==> src/rtl/intc_defs.svh <==
/*
  constants of the interrupt priority and sense block: register byte offsets,
  field positions, reset values and source counts.
  assumes it is included once per file by its bare name.
*/
// Functional notes
// - eight 16-bit read/write priority registers, four 4-bit level fields each
// - field code 0 is lowest level, code F highest, numeric order between
// - register a holds pins 0..3 levels, top field to bottom field
// - register b holds pins 4..7 levels, top field to bottom field
// - register c holds transfer channels 0..3 levels, top to bottom
// - register d: timer 0 compare, timer 0 overflow, then two timer 1 fields
// - register e: upper fields timer 2, lower fields timer 3
// - register f: timer 4 upper fields, serial 0 then serial 1 below
// - register g: converter, transfer controller, compare timers 0 and 1
// - register h: watchdog and bus compare top, port enable next, rest reserved
// - sources sharing one field all use its single programmed level
// - priority registers clear to zero on either reset, hold otherwise
// - sense control register is 16 bits, cleared only by power-on reset
// - sense bit 15 reads the synchronised nonmaskable pin level, not writable
// - sense bits 14..9 read zero; software writes zero there
// - sense bit 8 picks nonmaskable edge: 0 falling, 1 rising
// - sense bits 7..0 pick pins 0..7 mode: 0 low level, 1 falling edge
// - serial 1 sources use vectors 132..135, four-byte slots, receive error first
// - vectors 136, 140, 144, 148, 152 over 153, then 156 lowest
// - two converter units share a field, vector 136 over 137
// - forward a request only when its level exceeds the cpu mask
// - equal levels resolve by default order, then rank inside the field
`ifndef INTC_DEFS_SVH
`define INTC_DEFS_SVH

`define OFS_PRIO_A 8'h00
`define OFS_PRIO_LAST 8'h1C
`define OFS_SENSE 8'h20
`define OFS_PEND 8'h24
`define PRIO_RESET 16'h0000
`define SENSE_RESET 9'h000
`define SENSE_NMI_LEVEL_BIT 15
`define SENSE_NMI_EDGE_BIT 8
`define NUM_PRIO_REGS 8
`define NUM_EXT_PINS 8
`define NUM_SOURCES 51
`define NUM_PERIPH 43
`define AXI_OKAY 2'b00
`define AXI_SLVERR 2'b10

`endif

==> src/rtl/intc_pkg.sv <==
/*
  types and the fixed source table of the interrupt priority and sense block.
  assumes sources are listed from highest to lowest default priority.
*/
package intc_pkg;
  typedef logic [3:0] prio_level_t;
  typedef logic [7:0] vector_num_t;
  typedef logic [4:0] field_idx_t;
  typedef logic [5:0] source_idx_t;

  // vector number per source, highest default priority first
  parameter vector_num_t src_vector [51] = '{
    8'h40, 8'h41, 8'h42, 8'h43, 8'h44, 8'h45, 8'h46, 8'h47,
    8'h48, 8'h4C, 8'h50, 8'h54,
    8'h58, 8'h59, 8'h5A, 8'h5B, 8'h5C, 8'h60, 8'h61, 8'h64, 8'h65,
    8'h68, 8'h69, 8'h6C, 8'h6D, 8'h70, 8'h71, 8'h72, 8'h73, 8'h74,
    8'h78, 8'h79, 8'h7A, 8'h7B, 8'h7C,
    8'h80, 8'h81, 8'h82, 8'h83, 8'h84, 8'h85, 8'h86, 8'h87,
    8'h88, 8'h89, 8'h8C, 8'h90, 8'h94, 8'h98, 8'h99, 8'h9C
  };

  // field per source: register times four plus slot, 0 on top
  parameter field_idx_t src_field [51] = '{
    5'h00, 5'h01, 5'h02, 5'h03, 5'h04, 5'h05, 5'h06, 5'h07,
    5'h08, 5'h09, 5'h0A, 5'h0B,
    5'h0C, 5'h0C, 5'h0C, 5'h0C, 5'h0D, 5'h0E, 5'h0E, 5'h0F, 5'h0F,
    5'h10, 5'h10, 5'h11, 5'h11, 5'h12, 5'h12, 5'h12, 5'h12, 5'h13,
    5'h14, 5'h14, 5'h14, 5'h14, 5'h15,
    5'h16, 5'h16, 5'h16, 5'h16, 5'h17, 5'h17, 5'h17, 5'h17,
    5'h18, 5'h18, 5'h19, 5'h1A, 5'h1B, 5'h1C, 5'h1C, 5'h1D
  };
endpackage : intc_pkg

==> src/rtl/pin_sense.sv <==
/*
  synchroniser and edge finder for asynchronous request pins.
  assumes pins idle high and may change at any time relative to clk.
*/
`timescale 1ns/1ps
module pin_sense
#(
  parameter int WIDTH = 9
)
(
  input wire logic clk,                  // system clock
  input wire logic sys_rst,              // synchronous reset
  input wire logic ce,                   // clock enable
  input wire logic [WIDTH-1:0] pin_async, // raw pins
  output logic [WIDTH-1:0] pin_level,    // synchronised level
  output logic [WIDTH-1:0] pin_fall,     // one-cycle falling edge
  output logic [WIDTH-1:0] pin_rise      // one-cycle rising edge
);
  // ----------------------------------------------------------------
  // per-pin two-flop synchroniser plus history flop
  // ----------------------------------------------------------------
  genvar i;
  generate
    for (i = 0; i < WIDTH; i++)
    begin : g_pin
      logic meta_reg;
      logic sync_reg;
      logic hist_reg;
      // first flop only feeds the second
      always_ff @(posedge clk)
      begin
        if (sys_rst)
        begin
          meta_reg <= 1'b1;
          sync_reg <= 1'b1;
          hist_reg <= 1'b1;
        end
        else if (ce)
        begin
          meta_reg <= pin_async[i];
          sync_reg <= meta_reg;
          hist_reg <= sync_reg;
        end
      end
      // edges seen only on synchronised samples
      assign pin_level[i] = sync_reg;
      assign pin_fall[i] = hist_reg & ~sync_reg & ce;
      assign pin_rise[i] = ~hist_reg & sync_reg & ce;
    end
  endgenerate
endmodule : pin_sense

==> src/rtl/interrupt_priority_and_sense.sv <==
/*
  interrupt priority and sense controller: priority registers, sense control,
  pin detection, arbitration and request to the cpu, with an axi4-lite slave.
  assumes peripheral requests are same-clock levels held until serviced, and
  that the cpu pulses cpu_ack when it takes the presented request.
*/
// Chosen here: the placing of the registers and register access over AXI4-Lite.
`timescale 1ns/1ps
`include "intc_defs.svh"
module interrupt_priority_and_sense
(
  input wire logic clk,                         // system clock, 25 MHz
  input wire logic sys_rst,                     // power-on reset, synchronous
  input wire logic manual_rst,                  // manual reset, synchronous
  input wire logic ce,                          // clock enable
  input wire logic [7:0] s_axi_awaddr,          // write address
  input wire logic s_axi_awvalid,               // write address valid
  output logic s_axi_awready,                   // write address ready
  input wire logic [31:0] s_axi_wdata,          // write data
  input wire logic [3:0] s_axi_wstrb,           // write byte strobes
  input wire logic s_axi_wvalid,                // write data valid
  output logic s_axi_wready,                    // write data ready
  output logic [1:0] s_axi_bresp,               // write response
  output logic s_axi_bvalid,                    // write response valid
  input wire logic s_axi_bready,                // write response ready
  input wire logic [7:0] s_axi_araddr,          // read address
  input wire logic s_axi_arvalid,               // read address valid
  output logic s_axi_arready,                   // read address ready
  output logic [31:0] s_axi_rdata,              // read data
  output logic [1:0] s_axi_rresp,               // read response
  output logic s_axi_rvalid,                    // read data valid
  input wire logic s_axi_rready,                // read data ready
  input wire logic [7:0] ext_req_n,             // external request pins, low active
  input wire logic nmi_pin,                     // nonmaskable input pin
  input wire logic [42:0] periph_req,           // on-chip source requests
  input wire logic [3:0] cpu_interrupt_mask,    // cpu mask level
  input wire logic cpu_ack,                     // cpu takes presented request
  input wire logic nmi_ack,                     // cpu takes nonmaskable request
  output logic cpu_irq_req,                     // maskable request to cpu
  output intc_pkg::prio_level_t cpu_irq_level,  // level of presented request
  output intc_pkg::vector_num_t cpu_irq_vector, // vector of presented request
  output logic [11:0] cpu_vector_offset,        // table byte offset of vector
  output logic nmi_req                          // nonmaskable request pending
);
  import intc_pkg::*;

  // ----------------------------------------------------------------
  // state
  // ----------------------------------------------------------------
  logic [15:0] prio_reg [`NUM_PRIO_REGS];
  logic nmi_edge_sel_reg;
  logic [7:0] ext_sense_sel_reg;
  logic [7:0] ext_edge_flag_reg;
  logic nmi_pend_reg;
  source_idx_t sel_idx_reg;
  logic [7:0] aw_addr_reg;
  logic [31:0] w_data_reg;
  logic [3:0] w_strb_reg;
  logic [8:0] pin_level;
  logic [8:0] pin_fall;
  logic [8:0] pin_rise;

  // ----------------------------------------------------------------
  // pin synchronisation
  // ----------------------------------------------------------------
  pin_sense #(.WIDTH(9)) u_pin_sense
  (
    .clk(clk),
    .sys_rst(sys_rst),
    .ce(ce),
    .pin_async({nmi_pin, ext_req_n}),
    .pin_level(pin_level),
    .pin_fall(pin_fall),
    .pin_rise(pin_rise)
  );

  // ----------------------------------------------------------------
  // axi4-lite write side
  // ----------------------------------------------------------------
  logic aw_fire;
  logic w_fire;
  logic write_go;
  logic wr_mapped;
  logic [15:0] wr_lane_mask;
  assign aw_fire = s_axi_awvalid & s_axi_awready;
  assign w_fire = s_axi_wvalid & s_axi_wready;
  // both halves held and no response outstanding
  assign write_go = ~s_axi_awready & ~s_axi_wready & ~s_axi_bvalid;
  assign wr_mapped = (aw_addr_reg[1:0] == 2'h0) && (aw_addr_reg <= `OFS_PEND);
  assign wr_lane_mask = {{8{w_strb_reg[1]}}, {8{w_strb_reg[0]}}};

  // address and data captured in either order
  always_ff @(posedge clk)
  begin
    if (sys_rst)
    begin
      s_axi_awready <= 1'b1;
      s_axi_wready <= 1'b1;
      aw_addr_reg <= 8'h00;
      w_data_reg <= 32'h00000000;
      w_strb_reg <= 4'h0;
    end
    else if (ce)
    begin
      if (aw_fire)
      begin
        s_axi_awready <= 1'b0;
        aw_addr_reg <= s_axi_awaddr;
      end
      else if (write_go)
      begin
        s_axi_awready <= 1'b1;
      end
      if (w_fire)
      begin
        s_axi_wready <= 1'b0;
        w_data_reg <= s_axi_wdata;
        w_strb_reg <= s_axi_wstrb;
      end
      else if (write_go)
      begin
        s_axi_wready <= 1'b1;
      end
    end
  end

  // write response, error for unmapped or misaligned address
  always_ff @(posedge clk)
  begin
    if (sys_rst)
    begin
      s_axi_bvalid <= 1'b0;
      s_axi_bresp <= `AXI_OKAY;
    end
    else if (ce)
    begin
      if (write_go)
      begin
        s_axi_bvalid <= 1'b1;
        s_axi_bresp <= wr_mapped ? `AXI_OKAY : `AXI_SLVERR;
      end
      else if (s_axi_bready)
      begin
        s_axi_bvalid <= 1'b0;
      end
    end
  end

  // ----------------------------------------------------------------
  // priority registers
  // ----------------------------------------------------------------
  genvar r;
  generate
    for (r = 0; r < `NUM_PRIO_REGS; r++)
    begin : g_prio
      // cleared by either reset, kept otherwise (standby included)
      always_ff @(posedge clk)
      begin
        if (sys_rst || manual_rst)
        begin
          prio_reg[r] <= `PRIO_RESET;
        end
        else if (ce && write_go && aw_addr_reg == 8'(4 * r))
        begin
          prio_reg[r] <= (prio_reg[r] & ~wr_lane_mask) | (w_data_reg[15:0] & wr_lane_mask);
        end
      end
    end
  endgenerate

  // ----------------------------------------------------------------
  // sense control register
  // ----------------------------------------------------------------
  // only power-on reset clears it; bits 15..9 have no storage
  always_ff @(posedge clk)
  begin
    if (sys_rst)
    begin
      {nmi_edge_sel_reg, ext_sense_sel_reg} <= `SENSE_RESET;
    end
    else if (ce && write_go && aw_addr_reg == `OFS_SENSE)
    begin
      if (w_strb_reg[1])
      begin
        nmi_edge_sel_reg <= w_data_reg[`SENSE_NMI_EDGE_BIT];
      end
      if (w_strb_reg[0])
      begin
        ext_sense_sel_reg <= w_data_reg[7:0];
      end
    end
  end

  // ----------------------------------------------------------------
  // axi4-lite read side
  // ----------------------------------------------------------------
  logic ar_fire;
  logic [31:0] rd_word;
  logic rd_mapped;
  assign ar_fire = s_axi_arvalid & s_axi_arready;
  assign rd_mapped = (s_axi_araddr[1:0] == 2'h0) && (s_axi_araddr <= `OFS_PEND);

  // read mux, narrow registers in the low bits
  always_comb
  begin
    rd_word = 32'h00000000;
    if (s_axi_araddr <= `OFS_PRIO_LAST)
    begin
      rd_word[15:0] = prio_reg[s_axi_araddr[4:2]];
    end
    else if (s_axi_araddr == `OFS_SENSE)
    begin
      rd_word[`SENSE_NMI_LEVEL_BIT] = pin_level[8];
      rd_word[`SENSE_NMI_EDGE_BIT] = nmi_edge_sel_reg;
      rd_word[7:0] = ext_sense_sel_reg; // bits 14..9 stay zero
    end
    else if (s_axi_araddr == `OFS_PEND)
    begin
      rd_word[8] = nmi_pend_reg;
      rd_word[7:0] = ext_edge_flag_reg;
    end
  end

  // one read at a time, data held until taken
  always_ff @(posedge clk)
  begin
    if (sys_rst)
    begin
      s_axi_arready <= 1'b1;
      s_axi_rvalid <= 1'b0;
      s_axi_rdata <= 32'h00000000;
      s_axi_rresp <= `AXI_OKAY;
    end
    else if (ce)
    begin
      if (ar_fire)
      begin
        s_axi_arready <= 1'b0;
        s_axi_rvalid <= 1'b1;
        s_axi_rdata <= rd_mapped ? rd_word : 32'h00000000;
        s_axi_rresp <= rd_mapped ? `AXI_OKAY : `AXI_SLVERR;
      end
      else if (s_axi_rvalid && s_axi_rready)
      begin
        s_axi_rvalid <= 1'b0;
        s_axi_arready <= 1'b1;
      end
    end
  end

  // ----------------------------------------------------------------
  // external pin and nonmaskable detection
  // ----------------------------------------------------------------
  logic [7:0] ext_pending;
  genvar p;
  generate
    for (p = 0; p < `NUM_EXT_PINS; p++)
    begin : g_ext
      logic take_clear;
      // pin p uses sense bit 7-p
      assign take_clear = cpu_ack && cpu_irq_req && sel_idx_reg == 6'(p);
      assign ext_pending[p] = ext_sense_sel_reg[7 - p] ? ext_edge_flag_reg[p] : ~pin_level[p];
      // held edge flag, a new edge beats the acknowledge clear
      always_ff @(posedge clk)
      begin
        if (sys_rst || manual_rst)
        begin
          ext_edge_flag_reg[p] <= 1'b0;
        end
        else if (ce)
        begin
          if (ext_sense_sel_reg[7 - p] && pin_fall[p])
          begin
            ext_edge_flag_reg[p] <= 1'b1;
          end
          else if (take_clear || !ext_sense_sel_reg[7 - p])
          begin
            ext_edge_flag_reg[p] <= 1'b0;
          end
        end
      end
    end
  endgenerate

  // nonmaskable edge on the selected polarity, set wins over acknowledge
  always_ff @(posedge clk)
  begin
    if (sys_rst || manual_rst)
    begin
      nmi_pend_reg <= 1'b0;
    end
    else if (ce)
    begin
      if (nmi_edge_sel_reg ? pin_rise[8] : pin_fall[8])
      begin
        nmi_pend_reg <= 1'b1;
      end
      else if (nmi_ack)
      begin
        nmi_pend_reg <= 1'b0;
      end
    end
  end
  assign nmi_req = nmi_pend_reg;

  // ----------------------------------------------------------------
  // arbitration
  // ----------------------------------------------------------------
  logic [`NUM_SOURCES-1:0] src_pend;
  prio_level_t best_lvl;
  source_idx_t best_idx;
  logic best_found;
  assign src_pend = {periph_req, ext_pending};

  // level of one field: register from the upper index bits, slot 0 on top
  function automatic prio_level_t field_level(input field_idx_t f);
    logic [15:0] word;
    word = prio_reg[f[4:2]];
    case (f[1:0])
      2'h0: field_level = word[15:12];
      2'h1: field_level = word[11:8];
      2'h2: field_level = word[7:4];
      default: field_level = word[3:0];
    endcase
  endfunction : field_level

  // strictly higher level wins; on a tie the earlier table entry stays
  always_comb
  begin
    prio_level_t lvl;
    lvl = 4'h0;
    best_lvl = 4'h0;
    best_idx = 6'h00;
    best_found = 1'b0;
    for (int i = 0; i < `NUM_SOURCES; i++)
    begin
      lvl = field_level(src_field[i]); // shared fields give one level
      if (src_pend[i] && (!best_found || lvl > best_lvl))
      begin
        best_lvl = lvl;
        best_idx = 6'(i);
        best_found = 1'b1;
      end
    end
  end

  // presented request, registered each cycle
  always_ff @(posedge clk)
  begin
    if (sys_rst || manual_rst)
    begin
      cpu_irq_req <= 1'b0;
      cpu_irq_level <= 4'h0;
      cpu_irq_vector <= 8'h00;
      cpu_vector_offset <= 12'h000;
      sel_idx_reg <= 6'h00;
    end
    else if (ce)
    begin
      cpu_irq_req <= best_found && (best_lvl > cpu_interrupt_mask);
      cpu_irq_level <= best_lvl;
      cpu_irq_vector <= src_vector[best_idx];
      cpu_vector_offset <= {2'b00, src_vector[best_idx], 2'b00};
      sel_idx_reg <= best_idx;
    end
  end
endmodule : interrupt_priority_and_sense

==> config.mk <==
export PLATFORM = sky130hd
export DESIGN_NAME = interrupt_priority_and_sense
export DESIGN_NICKNAME = d
export VERILOG_FILES = /design/src/rtl/intc_pkg.sv /design/src/rtl/pin_sense.sv /design/src/rtl/interrupt_priority_and_sense.sv
export VERILOG_INCLUDE_DIRS = /design/src /design/src/rtl
export SDC_FILE = /design/constraint.sdc
export NUM_CORES = 1
export LEC_CHECK = 0
export BUFFER_PORTS_ARGS = -buffer_cell sky130_fd_sc_hd__buf_2
export CAP_MARGIN = 5
export CORE_UTILIZATION = 45
export CTS_BUF_LIST = sky130_fd_sc_hd__clkbuf_4 sky130_fd_sc_hd__clkbuf_8 sky130_fd_sc_hd__clkbuf_16
export CTS_CLUSTER_SIZE = 28
export DETAILED_ROUTE_END_ITERATION = 16
export GPL_TIMING_DRIVEN = 0
export MAX_ROUTING_LAYER = met4
export PLACE_DENSITY = 0.59
export SLEW_MARGIN = 15
export SYNTH_ARGS = -nofsm -noshare
export SYNTH_HDL_FRONTEND = slang
export SYNTH_SLANG_ARGS = --single-unit
==> constraint.sdc <==
create_clock -name clk -period 171 [get_ports clk]
set_input_delay 42.75 -clock clk [delete_from_list [all_inputs] [get_ports clk]]
set_output_delay 42.75 -clock clk [all_outputs]
set_load 0.1 [all_outputs]
# Yosys cells after proc, flatten, opt, wreduce, memory -nomap -nowiden
# Memory sizes are Yosys's and may differ from the RTL's. A register that Yosys moved wholly into a read port is not among the register bits.
# Index checks and enable logic that the tools add are counted.
# op_classes
muxes	231
eq_ne	17
magnitude_cmp	54
n_bitwise	65
n_reduce_logical	234
# op_table
op	n
$mux W6	50
$gt A4 B4 Y1	51
$mux W4	51
$and A16 B16 Y16	9
$mux W16	9
$or A16 B16 Y16	8
$mux W1	116
$logic_and A1 B1 Y1	81
$logic_or A1 B1 Y1	59
$logic_not A1 Y1	58
$reduce_and A2 Y1	19
$eq A8 B5 Y1 const B	4
$mux W9	3
$reduce_bool A2 Y1	13
$and A1 B1 Y1	25
$eq A6 B3 Y1 const B	4
$eq A8 B6 Y1 const B	3
$eq A8 B4 Y1 const B	2
$le A8 B6 Y1 const B	2
$not A16 Y16	1
$not A1 Y1	13
$eq A6 B2 Y1 const B	2
$eq A8 B3 Y1 const B	1
$le A8 B5 Y1 const B	1
other kinds (7)	16
# word_totals
elab_cells	655
in_bits	119
n_memories	2
ff_bits	123
mem_bits_rw	128
romBits	512
output_inout_bits	67
# memory_table
memory	depth	width	read_ports	rd_ports_with_merged_regs	write_ports	line	source
(no name shown)	64	8	1	1	0	interrupt_priority_and_sense.sv:363	cpu_vector_offset <= {2'b00, src_vector[best_idx], 2'b00};
prio_reg	8	16	9	0	8	interrupt_priority_and_sense.sv:50	logic [15:0] prio_reg [`NUM_PRIO_REGS];

# Depth between registers and ports, before layout
# depth
word_depth	205
depth_mapped	477
mapped_depth_nobuf	471

# Hierarchy
# Synthesis repeated with hierarchy kept, for this count alone.
# hier_totals
hier_cells	2832
area_unflattened_um2	23268.6
# by_module_without_submodules
module	instances	cells_per_inst	seq_area_each_um2	area_each_um2
interrupt_priority_and_sense	1	2705	5565.3	22032.4
pin_sense	1	127	540.5	1236.2

# Least setup slack after synthesis
# No wires, ideal clock.
# synth_timing
path_type	in2reg
start	input periph_req[0]
end	register cpu_irq_vector[2]
path_stages	370
arrival_time_ns	112.438
n_path_buf	6
setup_slack_ns	58.436
required_time_ns	170.874
setup_time_ns	0.126
cell_sequence	clkbuf_1 nand2_1 mux2_2 inv_1 ha_1 a21o_1 a21boi_0 o21ai_0 a21oi_1 o21ai_1 mux2_2 inv_1 ha_1 a21oi_1 a21oi_1 maj3_1 nand2_1 a21oi_1 [... 334 more ...] nor3_2 a211oi_2 nor2_2 mux2i_1 ha_1 nor2b_1 o21ai_0 nand2b_1 a21oi_1 a41oi_1 o21a_1 clkbuf_1 a21oi_1 inv_1 ha_1 or4_1 o211ai_1 a31oi_1
# synth_between
elab_chain_len	171
elab_cells_between_ends	297
cone_classes	42 x order compare; 127 x mux; 1 x bitwise; 127 x reduce/logical
# synth_lines
item	line	source
start: declaration	interrupt_priority_and_sense.sv:35	input wire logic [42:0] periph_req,
$logic_and A1 B1 Y1 *	interrupt_priority_and_sense.sv:338	if (src_pend[i] && (!best_found || lvl > best_lvl))
$mux W4 or $mux W1 (tied branches)	interrupt_priority_and_sense.sv:338	
$gt A4 B4 Y1 or $logic_not A1 Y1 (tied branches)	interrupt_priority_and_sense.sv:338	
$logic_or A1 B1 Y1	interrupt_priority_and_sense.sv:338	
$logic_and A1 B1 Y1	interrupt_priority_and_sense.sv:338	
$mux W4 or $mux W1 (tied branches)	interrupt_priority_and_sense.sv:338	
$gt A4 B4 Y1 or $logic_not A1 Y1 (tied branches)	interrupt_priority_and_sense.sv:338	
$logic_or A1 B1 Y1	interrupt_priority_and_sense.sv:338	
[... 156 more ...]	n/a	
$logic_and A1 B1 Y1	interrupt_priority_and_sense.sv:338	
$mux W4 or $mux W1 (tied branches)	interrupt_priority_and_sense.sv:338	
$gt A4 B4 Y1 or $logic_not A1 Y1 (tied branches)	interrupt_priority_and_sense.sv:338	
$logic_or A1 B1 Y1	interrupt_priority_and_sense.sv:338	
$logic_and A1 B1 Y1	interrupt_priority_and_sense.sv:338	
$mux W6 *	interrupt_priority_and_sense.sv:338	
via best_idx[0]	interrupt_priority_and_sense.sv:311	source_idx_t best_idx;
$not A6 Y7 (implied by the code) *	interrupt_priority_and_sense.sv:362	cpu_irq_vector <= src_vector[best_idx];
end: declaration	interrupt_priority_and_sense.sv:41	output intc_pkg::vector_num_t cpu_irq_vector,
# The timed path passes the listed nets; every way through them passes the cells marked *.
# A chain may end at the register's enable or synchronous reset.

# Final worst setup path
# layout_timing
start	input periph_req[0]
end	register cpu_irq_req
# layout_between
elab_chain_len	172
elab_cells_between_ends	257
cone_classes	43 x order compare; 86 x mux; 128 x reduce/logical
# layout_lines
item	line	source
$logic_and A1 B1 Y1 *	interrupt_priority_and_sense.sv:338	
$mux W4 or $mux W1 (tied branches)	interrupt_priority_and_sense.sv:338	
$gt A4 B4 Y1 or $logic_not A1 Y1 (tied branches)	interrupt_priority_and_sense.sv:338	
$logic_or A1 B1 Y1	interrupt_priority_and_sense.sv:338	
$logic_and A1 B1 Y1	interrupt_priority_and_sense.sv:338	
$mux W4 or $mux W1 (tied branches)	interrupt_priority_and_sense.sv:338	
$gt A4 B4 Y1 or $logic_not A1 Y1 (tied branches)	interrupt_priority_and_sense.sv:338	
$logic_or A1 B1 Y1	interrupt_priority_and_sense.sv:338	
[... 156 more ...]	n/a	
$logic_and A1 B1 Y1	interrupt_priority_and_sense.sv:338	
$mux W4 or $mux W1 (tied branches)	interrupt_priority_and_sense.sv:338	
$gt A4 B4 Y1 or $logic_not A1 Y1 (tied branches)	interrupt_priority_and_sense.sv:338	
$logic_or A1 B1 Y1	interrupt_priority_and_sense.sv:338	
$logic_and A1 B1 Y1	interrupt_priority_and_sense.sv:338	
$mux W4	interrupt_priority_and_sense.sv:338	
$gt A4 B4 Y1	interrupt_priority_and_sense.sv:360	cpu_irq_req <= best_found && (best_lvl > cpu_interrupt_mask);
$logic_and A1 B1 Y1 *	interrupt_priority_and_sense.sv:360	
end signal: assignment	interrupt_priority_and_sense.sv:360	
end: declaration	interrupt_priority_and_sense.sv:39	output logic cpu_irq_req,
# Every way passes the cells marked *; elsewhere a longest branch is shown, timed or not.

==> metrics.md <==
| Metric | Value |
|---|---|
| Critical path startpoint category | input pin |
| I/O Pins | around 190 |
| Setup crit end kind | register |
| Vias/cell | ~6 |
| YS warnings | 0 |
| Max-cap viol count | 0 |
| CP max FO | 10 |
| Seq/Total Area, Yosys | 0.265 |
| HPWL Detailed | around 66 mm |
| Initial drt markers | between 2000 and 2500 |
| TritonCTS clock tree | yes |
| Post-synthesis xor/xnor area fraction | 0.000760 |
| Detailed Route WL | around 83 mm |
| GRT Total Usage | 0.315 |
| CP Data Required Time | 171.44 ns |
| Synth top area cells | edfxtp_1, dfxtp_1, ha_1, a21oi_1, o21ai_0 |
| Final setup TNS | 0 ns |
| Cell accounting for the most synthesized area | edfxtp_1 |
| Die area | roughly 52000 sq um |
| Routed vias | 22600 |
| Worst Tran Pin Value | 1.01 ns |
| Die Width | 228 um |
| Hold buffers post-CTS | 0 |
| Initial Utilization | 0.458 |
| Top-count cell post-synth | nand2_1 |
| Pins over their slew limit | 0 |
| CTS max path bufs | 3 |
| Post-Synth Adder-Cell Area | 0.0914 |
| DP Area | around 25000 sq um |
| H-tree levels | 1 |
| Wire length per cell | approximately 22 um |
| Number of gates resized after CTS | 0 |
| Nets@finish | 3291 |
| Critical Path AT | about 130 ns |
| Core box area | about 50000 sq um |
| Largest stage delay, worst path | about 0.73 ns |
| Clk root buf | clkbuf_16 |
| Post-synth ARST share | 0 |
| FMAX | roughly 8 MHz |
| Outcome | finished, final reports clean |
| Final GP Congestion | roughly 1.0 |
| Largest register FFs | 128 |
| Initial antenna violation count | 2 |
| Min cycle time layout | ~120 ns |
| Setup repair bufs after CTS | 0 |
| Most used cell, CP | ha_1 |
| Number of synthesized flops with an enable pin | roughly 130 |
| Mapped Area | 23100 sq um |
| Synth Instances | approximately 2800 |
| Unrepaired setup endpoints after global routing | false |
| Ant diodes | 0 |
| Post-Synth Simple-Gate Area | 0.211 |
| Final setup vio count | 0 |
| Number of global-route vias before repair | around 21000 |
| Clock Sinks | 241 |
| Mapped Avg Cell Area | just over 8 sq um |
| First-pass GRT wire length | ~130 mm |
| Hold WS | ~0.46 ns |
| Largest net degree at the start of global routing | 17 |
| Final ANT Viol Nets | 0 |
| Worst-skew pair later-pin latency | 0.58 ns |
| Top post-synthesis cells by count | nand2_1, a21oi_1, inv_1, o21ai_0, nor2_1 |
| Worst hold path type | reg2reg |
| Share of Yosys cell area claimed by the top area cell type | 0.167 |
| Final Skew | between 0.015 and 0.02 ns |
| Hold Violations, Final | 0 |
| Fraction of layout cells with a size suffix above 1 | 0.142 |
| Fin area | ~26000 sq um |
| First-pass DRT Iterations | 5 |
| GRT overflow | 0 |
| Rel. slew slack | 0.319 |
| Critical path type | in2reg |
| Mux contribution to synthesized area | 0.105 |
| Area growth syn-to-layout | 11.5% |
| Clock edge transition at the registers on the reported setup and hold paths | around 0.060 ns |
| Synthesis-stage register bit count | 241 |
| Final period utilization | 0.729 |
| Die height | 228 um |
| Dominant synthesized flop cell | edfxtp_1 |
| Largest family of logic cells by synthesized area | compound AO/OA/AOI/OAI gates |
| Cts bufs inserted | 28 |
| Std-Cell Rows | between 80 and 90 |
| DRC | 0 |
| Register-to-register setup slack | around 74 ns |
| Synth Area in Compound Gates | 0.264 |
| Distinct cells, synth | around 120 |
| Fillers | 4964 |
| Port bufs | 132 |
| Slowest-stage cell, CP | o31ai_1 |
==> through the flow <==
step                      worst slack (ns)  cells   util
final                                46.32   3698  0.510
after global routing                 39.67   3698  0.510
after CTS                            47.05   3698  0.510
after detailed placement             46.80   3648  0.492
after global placement               47.82   3639  0.489
after floorplan                      58.44   2835      -
==> cell usage in the layout (no fill, tap or decap), types with 30 or more instances in the layout <==
| cell type | n |
|---|---|
| a211o_1 | 31 |
| a21o_1 | 35 |
| a21oi_1 | 243 |
| a31oi_1 | 38 |
| and2_1 | 30 |
| and3_1 | 44 |
| buf_2 | 139 |
| buf_4 | 32 |
| clkbuf_1 | 95 |
| dfxtp_1 | 113 |
| edfxtp_1 | 128 |
| ha_1 | 166 |
| inv_1 | 208 |
| mux2_2 | 91 |
| mux2i_1 | 64 |
| mux4_2 | 32 |
| nand2_1 | 246 |
| nand2b_1 | 92 |
| nand3_1 | 73 |
| nor2_1 | 201 |
| nor2b_1 | 95 |
| nor3_1 | 45 |
| o21ai_0 | 198 |
| o21ai_1 | 31 |
==> cell type report <==
class,count,area (sq um),area share
Multi-Input combinational cell,2242,15600,0.607
Sequential cell,241,6110,0.237
Clock buffer,41,847,0.0329
Tap cell,672,841,0.0327
Inverter,211,792,0.0308
Timing Repair Buffer,141,771,0.0300
Buffer,141,672,0.0261
Clock inverter,9,81.3,0.00316
==> worst max-delay path: cells and delay by family <==
family | cells | cell delay, ns
adders and majority gates | 46 | 12.72
buffers and inverters | 39 | 4.07
AOI/OAI and AO/OA | 184 | 41.06
and+or+nand+nor | 75 | 11.81
muxes | 36 | 12.60
==> cell families (layout without fill, tap and decap cells) <==
logic type	Yosys count	after routing
buffers and inverters	352	543
other	1	22
muxes	189	189
and+or+nand+nor	952	952
adders and majority gates	169	169
DFF	241	241
AOI/OAI and AO/OA	908	908
xor gates and xnor gates	2	2
==> path summary, 6_finish.rpt <==
| kind | startpoint | end | depth (start not counted) |
|---|---|---|---|
| setup / recovery | periph_req[0] | cpu_irq_req | 380 |
| hold / removal | u_pin_sense.g_pin[1].meta_reg | u_pin_sense.g_pin[1].sync_reg | 1 |
| setup reg to reg | ext_sense_sel_reg[7] | cpu_irq_req | 443 |
| hold reg to reg | u_pin_sense.g_pin[1].meta_reg | u_pin_sense.g_pin[1].sync_reg | 1 |
==> per-layer routing <==
layer  up-vias  wire length (um)  track usage
met5         -                 0            -
met4         0              2210       0.0812
met3       126              6070       0.0405
met2       891             37000        0.491
met1     10800             37400        0.430
li1      10800                 -            -
Power is not shown: default switching activity piles up to over one toggle a cycle in this logic, so the estimate is an artifact.
